$ cat src/core/ppm_pkg.sv
package ppm_pkg;

  // Clock rates
  localparam int unsigned CLK_HZ = 25_000_000;
  localparam int unsigned MII_HZ_10 = 2_500_000;
  localparam int unsigned MII_HZ_100 = 25_000_000;
  localparam int unsigned MGMT_MAX_HZ = 20_000_000;
  localparam int unsigned DIV_10 = CLK_HZ / MII_HZ_10;

  // Line code sent in place of data on a transmit error
  localparam logic [4:0] H_SYMBOL = 5'h04;

  // Register byte offsets on the Avalon side
  localparam int unsigned AV_AW = 4;
  localparam logic [AV_AW-1:0] OFF_CTRL = 4'h0;
  localparam logic [AV_AW-1:0] OFF_STAT = 4'h4;
  localparam logic [AV_AW-1:0] OFF_ADDR = 4'h8;

  // Control register fields
  localparam int unsigned CTL_W = 4;
  localparam int unsigned CTL_SPEED100 = 0;
  localparam int unsigned CTL_FULL = 1;
  localparam int unsigned CTL_SYMBOL = 2;
  localparam int unsigned CTL_FIBER = 3;
  localparam logic [CTL_W-1:0] CTL_RESET = 4'h1;

  // Status register fields
  localparam int unsigned ST_W = 6;
  localparam int unsigned ST_COL = 0;
  localparam int unsigned ST_CRS = 1;
  localparam int unsigned ST_SD = 2;
  localparam int unsigned ST_STRAP = 3;
  localparam int unsigned ST_TXACT = 4;
  localparam int unsigned ST_RXACT = 5;

  // Strap capture delay after reset release
  localparam logic [1:0] CFG_SETTLE = 2'h3;
  localparam logic [1:0] CFG_LOAD_AT = 2'h1;

  // Serial management frame
  localparam logic [5:0] MD_PRE_LEN = 6'h20;
  localparam logic [5:0] MD_HDR_LAST = 6'h0b;
  localparam logic [5:0] MD_TA_LAST = 6'h01;
  localparam logic [5:0] MD_DATA_LAST = 6'h0f;
  localparam logic [5:0] MD_DATA_END = 6'h10;
  localparam logic [1:0] MD_OP_READ = 2'h2;
  localparam logic [1:0] MD_OP_WRITE = 2'h1;
  localparam logic [4:0] MREG_CTRL = 5'h00;
  localparam logic [4:0] MREG_STAT = 5'h01;
  localparam logic [4:0] MREG_ADDR = 5'h02;

  typedef enum logic [2:0] {MS_PRE, MS_START, MS_HDR, MS_TA, MS_RDATA, MS_WDATA} ppm_mgmt_state_t;

  // Register view shared by the Avalon and serial management paths
  function automatic logic [15:0] ppm_reg_view(input logic [4:0] idx, input logic [CTL_W-1:0] ctl,
                                               input logic [ST_W-1:0] st, input logic [4:0] addr);
    logic [15:0] v;
    v = 16'h0000;
    case (idx)
      MREG_CTRL: v[CTL_W-1:0] = ctl;
      MREG_STAT: v[ST_W-1:0] = st;
      MREG_ADDR: v[4:0] = addr;
      default: v = 16'h0000;
    endcase
    return v;
  endfunction

endpackage

$ cat src/core/ppm_mgmt_serial.sv
`timescale 1ns/1ps
module ppm_mgmt_serial
  import ppm_pkg::*;
(
  // Clock and reset
  input wire logic clk,
  input wire logic rst_n,
  // Control
  input wire logic enable,
  input wire logic [4:0] phy_addr,
  // Synchronised serial pins
  input wire logic mdc_rise,
  input wire logic mdio_in,
  output logic mdio_out,
  output logic mdio_oe,
  // Register access
  output logic [4:0] reg_addr,
  input wire logic [15:0] rd_data,
  output logic wr_pulse,
  output logic [15:0] wr_data
);

  ppm_mgmt_state_t state_q;
  logic [5:0] cnt_q;
  logic [11:0] hdr_q;
  logic [11:0] hdr_d;
  logic is_read_q;
  logic [15:0] shift_q;
  logic wr_pulse_q;
  logic [15:0] wr_data_q;
  logic out_q;
  logic oe_q;

  assign hdr_d = {hdr_q[10:0], mdio_in};
  assign reg_addr = hdr_q[4:0];
  assign wr_pulse = wr_pulse_q;
  assign wr_data = wr_data_q;
  assign mdio_out = out_q;
  assign mdio_oe = oe_q;

  // Frame sequencer; a frame for another address drops back to preamble hunting
  always_ff @(posedge clk or negedge rst_n) begin
    if (!rst_n) begin
      state_q <= MS_PRE;
      cnt_q <= 6'h00;
      hdr_q <= 12'h000;
      is_read_q <= 1'b0;
    end else if (!enable) begin
      state_q <= MS_PRE; // RULE18
      cnt_q <= 6'h00;
    end else if (mdc_rise) begin
      case (state_q)
        MS_PRE: begin
          if (mdio_in) begin
            if (cnt_q != MD_PRE_LEN) begin
              cnt_q <= cnt_q + 6'h01;
            end
          end else if (cnt_q == MD_PRE_LEN) begin
            state_q <= MS_START;
          end else begin
            cnt_q <= 6'h00;
          end
        end
        MS_START: begin
          cnt_q <= 6'h00;
          state_q <= mdio_in ? MS_HDR : MS_PRE;
        end
        MS_HDR: begin
          hdr_q <= hdr_d;
          if (cnt_q == MD_HDR_LAST) begin
            cnt_q <= 6'h00;
            is_read_q <= (hdr_d[11:10] == MD_OP_READ);
            if (hdr_d[9:5] == phy_addr && (hdr_d[11:10] == MD_OP_READ || hdr_d[11:10] == MD_OP_WRITE)) begin
              state_q <= MS_TA; // RULE22
            end else begin
              state_q <= MS_PRE;
            end
          end else begin
            cnt_q <= cnt_q + 6'h01;
          end
        end
        MS_TA: begin
          if (is_read_q) begin
            state_q <= MS_RDATA;
            cnt_q <= 6'h00;
          end else if (cnt_q == MD_TA_LAST) begin
            state_q <= MS_WDATA;
            cnt_q <= 6'h00;
          end else begin
            cnt_q <= cnt_q + 6'h01;
          end
        end
        MS_RDATA: begin
          if (cnt_q == MD_DATA_END) begin
            state_q <= MS_PRE;
            cnt_q <= 6'h00;
          end else begin
            cnt_q <= cnt_q + 6'h01;
          end
        end
        MS_WDATA: begin
          if (cnt_q == MD_DATA_LAST) begin
            state_q <= MS_PRE;
            cnt_q <= 6'h00;
          end else begin
            cnt_q <= cnt_q + 6'h01;
          end
        end
        default: begin
          state_q <= MS_PRE;
          cnt_q <= 6'h00;
        end
      endcase
    end
  end

  // Data shifter: read word captured at turnaround, write word assembled msb first
  always_ff @(posedge clk or negedge rst_n) begin
    if (!rst_n) begin
      shift_q <= 16'h0000;
    end else if (mdc_rise) begin
      if (state_q == MS_TA && is_read_q) begin
        shift_q <= rd_data;
      end else if (state_q == MS_RDATA && cnt_q != MD_DATA_END) begin
        shift_q <= {shift_q[14:0], 1'b0};
      end else if (state_q == MS_WDATA) begin
        shift_q <= {shift_q[14:0], mdio_in};
      end
    end
  end

  // Write strobe, one clock wide, after the last data bit
  always_ff @(posedge clk or negedge rst_n) begin
    if (!rst_n) begin
      wr_pulse_q <= 1'b0;
      wr_data_q <= 16'h0000;
    end else begin
      wr_pulse_q <= enable && mdc_rise && state_q == MS_WDATA && cnt_q == MD_DATA_LAST;
      if (enable && mdc_rise && state_q == MS_WDATA && cnt_q == MD_DATA_LAST) begin
        wr_data_q <= {shift_q[14:0], mdio_in};
      end
    end
  end

  // Pin driver: zero in the second turnaround bit, then sixteen data bits
  always_ff @(posedge clk or negedge rst_n) begin
    if (!rst_n) begin
      out_q <= 1'b0;
      oe_q <= 1'b0;
    end else if (!enable) begin
      oe_q <= 1'b0; // RULE18
    end else if (mdc_rise) begin
      if (state_q == MS_TA && is_read_q) begin
        oe_q <= 1'b1;
        out_q <= 1'b0;
      end else if (state_q == MS_RDATA && cnt_q != MD_DATA_END) begin
        out_q <= shift_q[15];
      end else begin
        oe_q <= 1'b0;
        out_q <= 1'b0;
      end
    end
  end

endmodule

$ cat src/core/ppm_mii_port.sv
`timescale 1ns/1ps
// Notes on behaviour
// RULE1: MAC changes the transmit nibble in step with our transmit clock.
// RULE2: Bit 0 of transmit and receive nibbles is the least significant.
// RULE3: Normal mode takes only four transmit data bits, error is not data.
// RULE4: Symbol mode uses transmit error as fifth transmit data bit.
// RULE5: MAC raises transmit enable with frame data, synchronous to transmit clock.
// RULE6: MAC flags transmit stream errors; meaningful only at 100 Mbps.
// RULE7: At 100 Mbps a transmit error sends H symbols on the line.
// RULE8: Transmit clock is generated here, 2.5 MHz or 25 MHz.
// RULE9: Receive clock is generated here, 2.5 MHz or 25 MHz.
// RULE10: Receive nibble changes in step with the receive clock.
// RULE11: Receive valid is high exactly while the nibble carries valid data.
// RULE12: Receive error rises on invalid symbols from the network.
// RULE13: Symbol mode uses receive error as fifth receive data bit.
// RULE14: Collision output stays high for the whole collision.
// RULE15: Collision output stays low in full duplex.
// RULE16: Half duplex carrier sense follows transmit or receive activity.
// RULE17: Full duplex carrier sense follows receive activity only.
// RULE18: Strap high disables management port; pins load bits at every reset.
// RULE19: Strap low: pins give defaults only, management then owns the bits.
// RULE20: Management clock must not exceed 20 MHz; the edge sampler here needs it under clk/4.
// RULE21: Fiber mode qualifies reception by signal detect; twisted pair ignores it.
// RULE22: Port address is strap bits above a fixed lowest bit per port.
// RULE23: At 10 Mbps transmit error is ignored and symbols are unaffected; in symbol mode the code still sends it as the fifth code bit.
module ppm_mii_port
  import ppm_pkg::*;
#(
  parameter logic PORT_INDEX = 1'b0,
  parameter int unsigned DIV10 = DIV_10
) (
  // Clock and reset
  input wire logic clk,
  input wire logic rst_n,
  // Avalon-MM register slave
  input wire logic [AV_AW-1:0] avs_address,
  input wire logic avs_read,
  input wire logic avs_write,
  input wire logic [31:0] avs_writedata,
  input wire logic [3:0] avs_byteenable,
  output logic [31:0] avs_readdata,
  output logic avs_waitrequest,
  // MII transmit
  output logic tx_clock_out,
  input wire logic [3:0] tx_nibble,
  input wire logic tx_frame_enable,
  input wire logic tx_error_in,
  // MII receive and status
  output logic rx_clock_out,
  output logic [3:0] rx_nibble,
  output logic rx_valid_out,
  output logic rx_error_out,
  output logic collision_out,
  output logic carrier_sense_out,
  // Serial management and straps
  input wire logic mgmt_disable_strap,
  input wire logic mgmt_serial_clock,
  input wire logic mgmt_serial_data_in,
  output logic mgmt_serial_data_out,
  output logic mgmt_serial_data_oe,
  input wire logic [3:0] phy_addr_strap,
  input wire logic [CTL_W-1:0] cfg_pins,
  // Fiber signal detect
  input wire logic fiber_signal_detect,
  // Line coding side
  output logic [4:0] line_tx_code,
  output logic line_tx_valid,
  input wire logic [4:0] line_rx_code,
  input wire logic line_rx_valid,
  input wire logic line_rx_invalid,
  input wire logic line_rx_active
);

  localparam int unsigned SYNC_W = 8 + CTL_W;
  localparam logic [7:0] DIV_LAST = 8'(DIV10 - 1);
  localparam logic [7:0] DIV_HALF = 8'(DIV10 / 2 - 1);

  // The divider must yield a clock with two distinct phases
  if (DIV10 < 2 || DIV10 > 256 || (DIV10 % 2) != 0) begin : g_div_check
    $error("DIV10 must be even and between 2 and 256");
  end

  logic [SYNC_W-1:0] sync1_q;
  logic [SYNC_W-1:0] sync2_q;
  logic strap_s;
  logic mdc_s;
  logic mdio_s;
  logic sd_s;
  logic [CTL_W-1:0] cfg_s;
  logic [3:0] addr_s;
  logic mdc_prev_q;
  logic mdc_rise;
  logic [1:0] settle_q;
  logic [CTL_W-1:0] ctl_q;
  logic ack_q;
  logic [31:0] rdata_q;
  logic av_wr;
  logic [4:0] phy_addr;
  logic [ST_W-1:0] status;
  logic [4:0] md_reg_addr;
  logic [15:0] md_rd_data;
  logic md_wr_pulse;
  logic [15:0] md_wr_data;
  logic [7:0] div_q;
  logic clk10_q;
  logic mii_tick;
  logic speed100;
  logic full_dup;
  logic symbol_mode;
  logic sd_ok;
  logic rx_busy;
  logic [4:0] tx_code_q;
  logic tx_valid_q;
  logic [3:0] rx_nibble_q;
  logic rx_valid_q;
  logic rx_error_q;
  logic col_q;
  logic crs_q;

  // Two-flop synchronisers for every pin from outside the clock domain
  always_ff @(posedge clk or negedge rst_n) begin
    if (!rst_n) begin
      sync1_q <= '0;
      sync2_q <= '0;
    end else begin
      sync1_q <= {mgmt_disable_strap, mgmt_serial_clock, mgmt_serial_data_in, fiber_signal_detect,
                  phy_addr_strap, cfg_pins};
      sync2_q <= sync1_q;
    end
  end

  assign {strap_s, mdc_s, mdio_s, sd_s, addr_s, cfg_s} = sync2_q;

  // Management clock edge finder; 20 MHz is the part's limit but this sampler needs under clk/4
  always_ff @(posedge clk or negedge rst_n) begin
    if (!rst_n) begin
      mdc_prev_q <= 1'b0;
    end else begin
      mdc_prev_q <= mdc_s;
    end
  end

  assign mdc_rise = mdc_s && !mdc_prev_q; // RULE20

  // Port address: strap bits above, port index as the fixed lowest bit
  assign phy_addr = {addr_s, PORT_INDEX}; // RULE22

  // Strap pins are caught only once the synchronisers hold real pin levels
  always_ff @(posedge clk or negedge rst_n) begin
    if (!rst_n) begin
      settle_q <= CFG_SETTLE;
    end else if (settle_q != 2'h0) begin
      settle_q <= settle_q - 2'h1;
    end
  end

  // Avalon slave: one wait state, read data registered for the answering edge
  assign avs_waitrequest = (avs_read || avs_write) && !ack_q;
  assign avs_readdata = rdata_q;
  assign av_wr = avs_write && ack_q && avs_byteenable[0] && avs_address == OFF_CTRL;

  always_ff @(posedge clk or negedge rst_n) begin
    if (!rst_n) begin
      ack_q <= 1'b0;
      rdata_q <= 32'h00000000;
    end else begin
      ack_q <= (avs_read || avs_write) && !ack_q;
      if (avs_read && !ack_q) begin
        case (avs_address)
          OFF_CTRL: rdata_q <= {16'h0000, ppm_reg_view(MREG_CTRL, ctl_q, status, phy_addr)};
          OFF_STAT: rdata_q <= {16'h0000, ppm_reg_view(MREG_STAT, ctl_q, status, phy_addr)};
          OFF_ADDR: rdata_q <= {16'h0000, ppm_reg_view(MREG_ADDR, ctl_q, status, phy_addr)};
          default: rdata_q <= 32'h00000000;
        endcase
      end
    end
  end

  // Control bits: pins load them after reset; strap high keeps software out
  always_ff @(posedge clk or negedge rst_n) begin
    if (!rst_n) begin
      ctl_q <= CTL_RESET;
    end else if (settle_q == CFG_LOAD_AT) begin
      ctl_q <= cfg_s; // RULE18 RULE19
    end else if (settle_q == 2'h0 && !strap_s) begin
      if (av_wr) begin
        ctl_q <= avs_writedata[CTL_W-1:0]; // RULE19
      end else if (md_wr_pulse && md_reg_addr == MREG_CTRL) begin
        ctl_q <= md_wr_data[CTL_W-1:0]; // RULE19
      end
    end
  end

  assign speed100 = ctl_q[CTL_SPEED100];
  assign full_dup = ctl_q[CTL_FULL];
  assign symbol_mode = ctl_q[CTL_SYMBOL];

  assign status = {rx_busy, tx_frame_enable, strap_s, sd_s, crs_q, col_q};
  assign md_rd_data = ppm_reg_view(md_reg_addr, ctl_q, status, phy_addr);

  ppm_mgmt_serial u_mgmt (
    .clk(clk),
    .rst_n(rst_n),
    .enable(!strap_s && settle_q == 2'h0),
    .phy_addr(phy_addr),
    .mdc_rise(mdc_rise),
    .mdio_in(mdio_s),
    .mdio_out(mgmt_serial_data_out),
    .mdio_oe(mgmt_serial_data_oe),
    .reg_addr(md_reg_addr),
    .rd_data(md_rd_data),
    .wr_pulse(md_wr_pulse),
    .wr_data(md_wr_data)
  );

  // 10 Mbps divider; the phase falls at the tick so data is settled by the next rise
  always_ff @(posedge clk or negedge rst_n) begin
    if (!rst_n) begin
      div_q <= 8'h00;
      clk10_q <= 1'b1;
    end else begin
      div_q <= (div_q == DIV_LAST) ? 8'h00 : div_q + 8'h01;
      if (div_q == DIV_LAST) begin
        clk10_q <= 1'b1;
      end else if (div_q == DIV_HALF) begin
        clk10_q <= 1'b0;
      end
    end
  end

  // At 100 Mbps the core clock itself is the interface clock; switching speed may glitch it
  assign mii_tick = speed100 || div_q == DIV_HALF;
  assign tx_clock_out = speed100 ? clk : clk10_q; // RULE8
  assign rx_clock_out = speed100 ? clk : clk10_q; // RULE9

  // Transmit nibble comes from the MAC on our own clock, so it is taken unsynchronised
  always_ff @(posedge clk or negedge rst_n) begin
    if (!rst_n) begin
      tx_code_q <= 5'h00;
      tx_valid_q <= 1'b0;
    end else if (mii_tick) begin
      tx_valid_q <= tx_frame_enable; // RULE1 RULE5
      if (symbol_mode) begin
        tx_code_q <= {tx_error_in, tx_nibble}; // RULE4 RULE2
      end else if (speed100 && tx_error_in && tx_frame_enable) begin
        tx_code_q <= H_SYMBOL; // RULE7 RULE6
      end else begin
        tx_code_q <= {1'b0, tx_nibble}; // RULE3 RULE23
      end
    end
  end

  assign line_tx_code = tx_code_q;
  assign line_tx_valid = tx_valid_q;

  // In fiber mode a lost signal detect silences reception
  assign sd_ok = !ctl_q[CTL_FIBER] || sd_s; // RULE21
  assign rx_busy = line_rx_active && sd_ok;

  // Receive outputs move on the interface clock's falling phase at 10 Mbps, on every core clock at 100 Mbps
  always_ff @(posedge clk or negedge rst_n) begin
    if (!rst_n) begin
      rx_nibble_q <= 4'h0;
      rx_valid_q <= 1'b0;
      rx_error_q <= 1'b0;
    end else if (mii_tick) begin
      rx_valid_q <= line_rx_valid && sd_ok; // RULE11 RULE10
      rx_nibble_q <= (line_rx_valid && sd_ok) ? line_rx_code[3:0] : 4'h0; // RULE2 RULE10
      if (symbol_mode) begin
        rx_error_q <= line_rx_code[4] && sd_ok; // RULE13
      end else begin
        rx_error_q <= line_rx_invalid && sd_ok; // RULE12
      end
    end
  end

  assign rx_nibble = rx_nibble_q;
  assign rx_valid_out = rx_valid_q;
  assign rx_error_out = rx_error_q;

  // Collision and carrier follow the media every core clock, not the interface tick
  always_ff @(posedge clk or negedge rst_n) begin
    if (!rst_n) begin
      col_q <= 1'b0;
      crs_q <= 1'b0;
    end else begin
      col_q <= !full_dup && rx_busy && tx_frame_enable; // RULE14 RULE15
      crs_q <= full_dup ? rx_busy : (rx_busy || tx_frame_enable); // RULE16 RULE17
    end
  end

  assign collision_out = col_q;
  assign carrier_sense_out = crs_q;

endmodule

$ cat config.mk
export PLATFORM = sky130hd
export DESIGN_NAME = ppm_mii_port
export DESIGN_NICKNAME = d
export VERILOG_FILES = /design/src/core/ppm_pkg.sv /design/src/core/ppm_mgmt_serial.sv /design/src/core/ppm_mii_port.sv
export SDC_FILE = /design/constraint.sdc
export NUM_CORES = 1
export LEC_CHECK = 0
export BUFFER_PORTS_ARGS = -buffer_cell sky130_fd_sc_hd__buf_2
export CAP_MARGIN = 20
export CELL_PAD_IN_SITES_DETAIL_PLACEMENT = 1
export CELL_PAD_IN_SITES_GLOBAL_PLACEMENT = 1
export CORE_AREA = 4 4 108 135
export CTS_BUF_LIST = sky130_fd_sc_hd__clkbuf_4 sky130_fd_sc_hd__clkbuf_8
export DETAILED_ROUTE_END_ITERATION = 12
export DIE_AREA = 0 0 112 139
export PLACE_DENSITY = 0.81
export REMOVE_ABC_BUFFERS = 1
export SYNTH_ARGS = -nofsm -noshare
export SYNTH_HDL_FRONTEND = slang
export SYNTH_SLANG_ARGS = --single-unit
$ cat constraint.sdc
create_clock -name clk -period 2.2 [get_ports clk]
set_input_delay 0.22 -clock clk [delete_from_list [all_inputs] [get_ports clk]]
set_output_delay 0.22 -clock clk [all_outputs]
set_load 0.01 [all_outputs]
Yosys cells after proc, flatten, opt, wreduce, memory -nomap -nowiden

Index checks and enable logic that the tools add are counted.

Register bits after elaboration: 131
Input bits: 70
Output and inout port bits: 51
Logic and storage cells: 158

$add $sub $neg: 3
Equal/unequal tests: 32
Mux-type cells: 49
Reduce and logical (&&, ||, !) cells: 49

Operator list:

| cell                                                             | number |
|---|---|
| 6-bit two-way mux                                                | 10 |
| 16-bit two-way mux                                               | 3 |
| 6-bit one-hot mux with 5 select lines                            | 1 |
| 3-bit two-way mux                                                | 9 |
| 4-bit two-way mux                                                | 6 |
| 1-bit logical AND                                                | 22 |
| 3-bit != test (second input constant)                            | 6 |
| 3-bit one-hot mux with 6 select lines                            | 1 |
| 6-bit one-hot mux with 3 select lines                            | 1 |
| 6-bit by 4-bit == test with 1-bit output (second input constant) | 2 |
| 1-bit two-way mux                                                | 12 |
| 4-bit != test (second input constant)                            | 3 |
| 4-bit one-hot mux with 3 select lines                            | 1 |
| 8-bit by 1-bit adder with 8-bit output (second input constant)   | 1 |
| 8-bit by 3-bit == test with 1-bit output (second input constant) | 1 |
| 8-bit by 4-bit == test with 1-bit output (second input constant) | 1 |
| 8-bit two-way mux                                                | 1 |
| 2-bit AND reduction                                              | 4 |
| 7-bit AND reduction                                              | 1 |
| 6-bit by 1-bit adder with 6-bit output (second input constant)   | 1 |
| 3-bit by 2-bit == test with 1-bit output (second input constant) | 2 |
| 3-bit == test (second input constant)                            | 2 |
| 6-bit by 1-bit == test with 1-bit output (second input constant) | 1 |
| 6-bit by 5-bit == test with 1-bit output (second input constant) | 1 |
| 26 further kinds                                                 | 40 |

Depth between registers and ports, before layout

Word-level depth: 8
Mapped depth: 7
Depth with buffers taken out: 7

Hierarchy

From an unflattened synthesis, not the netlist that was laid out.

Cell total of the unflattened synthesis: 497
Area, all modules: 5537.8 um2

By module, submodules not included:

| module          | times used | cells each | area each (um2) | seq. area each (um2) |
|---|---|---|---|---|
| ppm_mii_port    | 1          | 253        | 2782.7          | 1531.5 |
| ppm_mgmt_serial | 1          | 244        | 2755.1          | 1401.3 |

==> out/metrics.cfg <==
[outcome]
status=finished clean

[sta]
rsz0062_at_grt=no
slew_headroom_pct=59.2
worst-slew-pin-transition_ps=606
finalSetupTns_ps=0
final-hold-violation-count=0
clock_skew_ps=15.3
fin_crit_ps=2130
period_share_pct=96.7
drv_slew=0
fmax_mhz=470
setup_viol=0

[final_layout]
final_common_cell=dfrtp_1
layout_common_cells=dfrtp_1 (101), nand2_1 (83), buf_2 (60)
areaGrowthSynthToFinish_pct=21.2
fin_area_um2=6010
regArea_um2=2630
multi_input_area_um2=2070
nFillCells=1506
drive_above_1_share_pct=24.4
nets=661
num_antenna_cells=0

[clocking]
insertion_delay_ps=480
clk_pin_slew_worst_paths_ps=100
cts_tree=yes

[placed_design]
placed_area_um2=5450
gp_congestion=0.818
detailed_place_hpwl_um=8820
io_buffers=63

[worst_setup_path]
crit_required_ps=2580
path_cells=or4b_1, o221a_4, nor4_4, buf_4, nor2_1, a221o_1
cp-start-kind=flip-flop
critical_path_class=flip-flop to flip-flop
critPathArrivalTime_ps=2500
critPathMaxStageDelay_ps=560
slowest_stage=or4b_1
endpoint_kind=flip-flop
cp_top_family=simple AND/OR/NAND/NOR gates
cp.buffers_inverters=1
worstPathMaxFanout=6

[synthesis]
synthCells=482
ys_seq_area_share_pct=53.1
synth_area_per_cell_um2=10.3
synth_edf_count=0
synth_area_um2=4960
synth_ff_type=dfrtp_1
synth_top_area_share_pct=51.0
ys_ff_latch=105
yosysWarnings=0
synth_area_leader_cell=dfrtp_1
ys_types=57
synth_area_leaders=dfrtp_1 (51%), nand2_1 (6.3%), mux2_2 (5.9%)
async_reset_ff_share_pct=100

[die]
dieArea_um2=15600
io-pin-count=121
fp.dieW_um=112
die_h_um=139
fp.coreArea_um2=13200
rows=47
start_util_pct=37.5

[routing]
postRouteAntennaNets=0
drt_iter0_markers=172
drc=0
top_layer_used=met4
drt_wl_total_um=12900
viasPerCell=5.07
wl_met3_um=383
met1_length_um=5020
wl_met2_um=6910
drt_pass1_iterations=4
vias=3835
wl_per_cell_um=17.0

[power_and_ir_drop]
power_frac_seq_pct=53.5
vdd_drop_max_mv=0.431
power.density_nw_per_um2=623
power_leakage_nw=2.83
swShare_pct=24.8
p_comb_share_pct=7.3
p_int_mw=2.82
switchingPower_mw=0.930
p_clk_share_pct=39.2

[global_routing]
grt_max_degree=48
grt_pass1_vias=4317
antenna_found_initial=0
groute.usage.overall_pct=17.5
grt_first_pass_wirelength_um=21600
gr-total-overflow=0

[hold_path]
worstHoldPathType=primary input to flip-flop

[job]
drv_cap=0

-- layout make-up --
cell class                 count  share of cell area [%]
sequential                   105                    43.8
multi-input combinational    334                    34.5
timing repair buffer         105                    11.8
clock buffer                  18                    4.04
tap                          171                    3.56
clock inverter                 5                    1.17
inverter                      18                    1.12
-- synthesized netlist by cell type, types with 5 or more instances --
library cell	n
nand2_1	83
nor4_1	5
nand3_1	13
nor3_1	7
o21ai_0	45
inv_1	18
nor2_1	20
a21oi_1	11
nor2b_1	7
dfrtp_1	101
mux2i_1	13
buf_4	27
xnor2_1	5
ha_1	11
mux2_2	26
clkbuf_1	19
nand2b_1	9
-- tightest hold or removal path, cell delays in order --
cell and delay [ps]:
buf_2 110, or4_1 100, o21ai_0 60
-- path summary, 6_finish.rpt --
| check | to | slack (ps) | from | cells after the start |
|---|---|---|---|---|
| worst max-delay path | u_mgmt.cnt_q[3] | 70 | u_mgmt.cnt_q[2] | 6 |
| worst min-delay path | avs_readdata[0] | 40 | avs_address[1] | 3 |
| worst max register to register | u_mgmt.cnt_q[3] | 70 | u_mgmt.cnt_q[2] | 6 |
| worst min register to register | sync2_q[10] | 340 | sync1_q[10] | 0 |
| max in group asynchronous | sync2_q[7] | 1280 | rst_n | 3 |
| min in group asynchronous | u_mgmt.mdio_out | 230 | rst_n | 2 |
-- state kept, by name, summed over array words and instances (netlist names), 2 cells and up --
register / cells
u_mgmt.shift_q: 16
avs_readdata: 6
div_q: 8
sync1_q: 12
u_mgmt.hdr_q: 11
settle_q: 2
line_tx_code: 5
sync2_q: 12
ctl_q: 4
u_mgmt.cnt_q: 6
u_mgmt.wr_data: 4
rx_nibble: 4
u_mgmt.state_q: 3
-- timing repair --
item,in CTS,in global routing
pin swaps,1,1
setup buffers,0,1
endpoints found under the hold margin,54,0
setup endpoints to repair,4,8
hold buffers,23,0
resized for setup,3,3
-- cells by family after synthesis --
kind of cell / after synthesis / share of synthesized area [%]
compound gates: 88 / 11.2
xor+xnor: 7 / 1.24
fa+ha+maj: 11 / 2.78
buf+inv: 68 / 7.39
flops: 105 / 53.1
mux: 39 / 8.53
other cells: 1 / 0.0756
simple gates: 163 / 15.7
-- metrics by stage --
step | hold WS (ps) | utilization, % | total power [mW] | setup WS, ps | cells
finish | 37.2 | 45.4 | 3.75 | 71.9 | 756
global route | 33.8 | 45.4 | 3.92 | 3.71 | 756
CTS | 16.8 | 45.2 | 3.79 | 39.1 | 755
detailed placement | 221 | 41.2 | 2.28 | 4.66 | 711
global placement | 216 | 41.2 | 2.26 | 45.4 | 711
floorplan | -75.6 | - | 2.13 | 75.9 | 457
-- metal layers --
| layer | GRT usage (%) | vias to the layer above |
|---|---|---|
| met5 | 0 | - |
| met4 | 11.3 | 0 |
| li1 | - | 1797 |
| met1 | 18.9 | 1922 |
| met2 | 30.9 | 76 |
| met3 | 3.45 | 40 |
-- power by group through the flow --
stage / registers (mW) / logic [mW] / clock network, mW
floorplan: 2.04 / 0.0885 / 0.000355
global placement: 2.04 / 0.224 / 0.000387
detailed placement: 2.04 / 0.234 / 0.000387
CTS: 2.00 / 0.267 / 1.52
global route: 2.01 / 0.303 / 1.61
finish: 2.00 / 0.273 / 1.47
No activity file was read; power rests on OpenSTA's default activity.
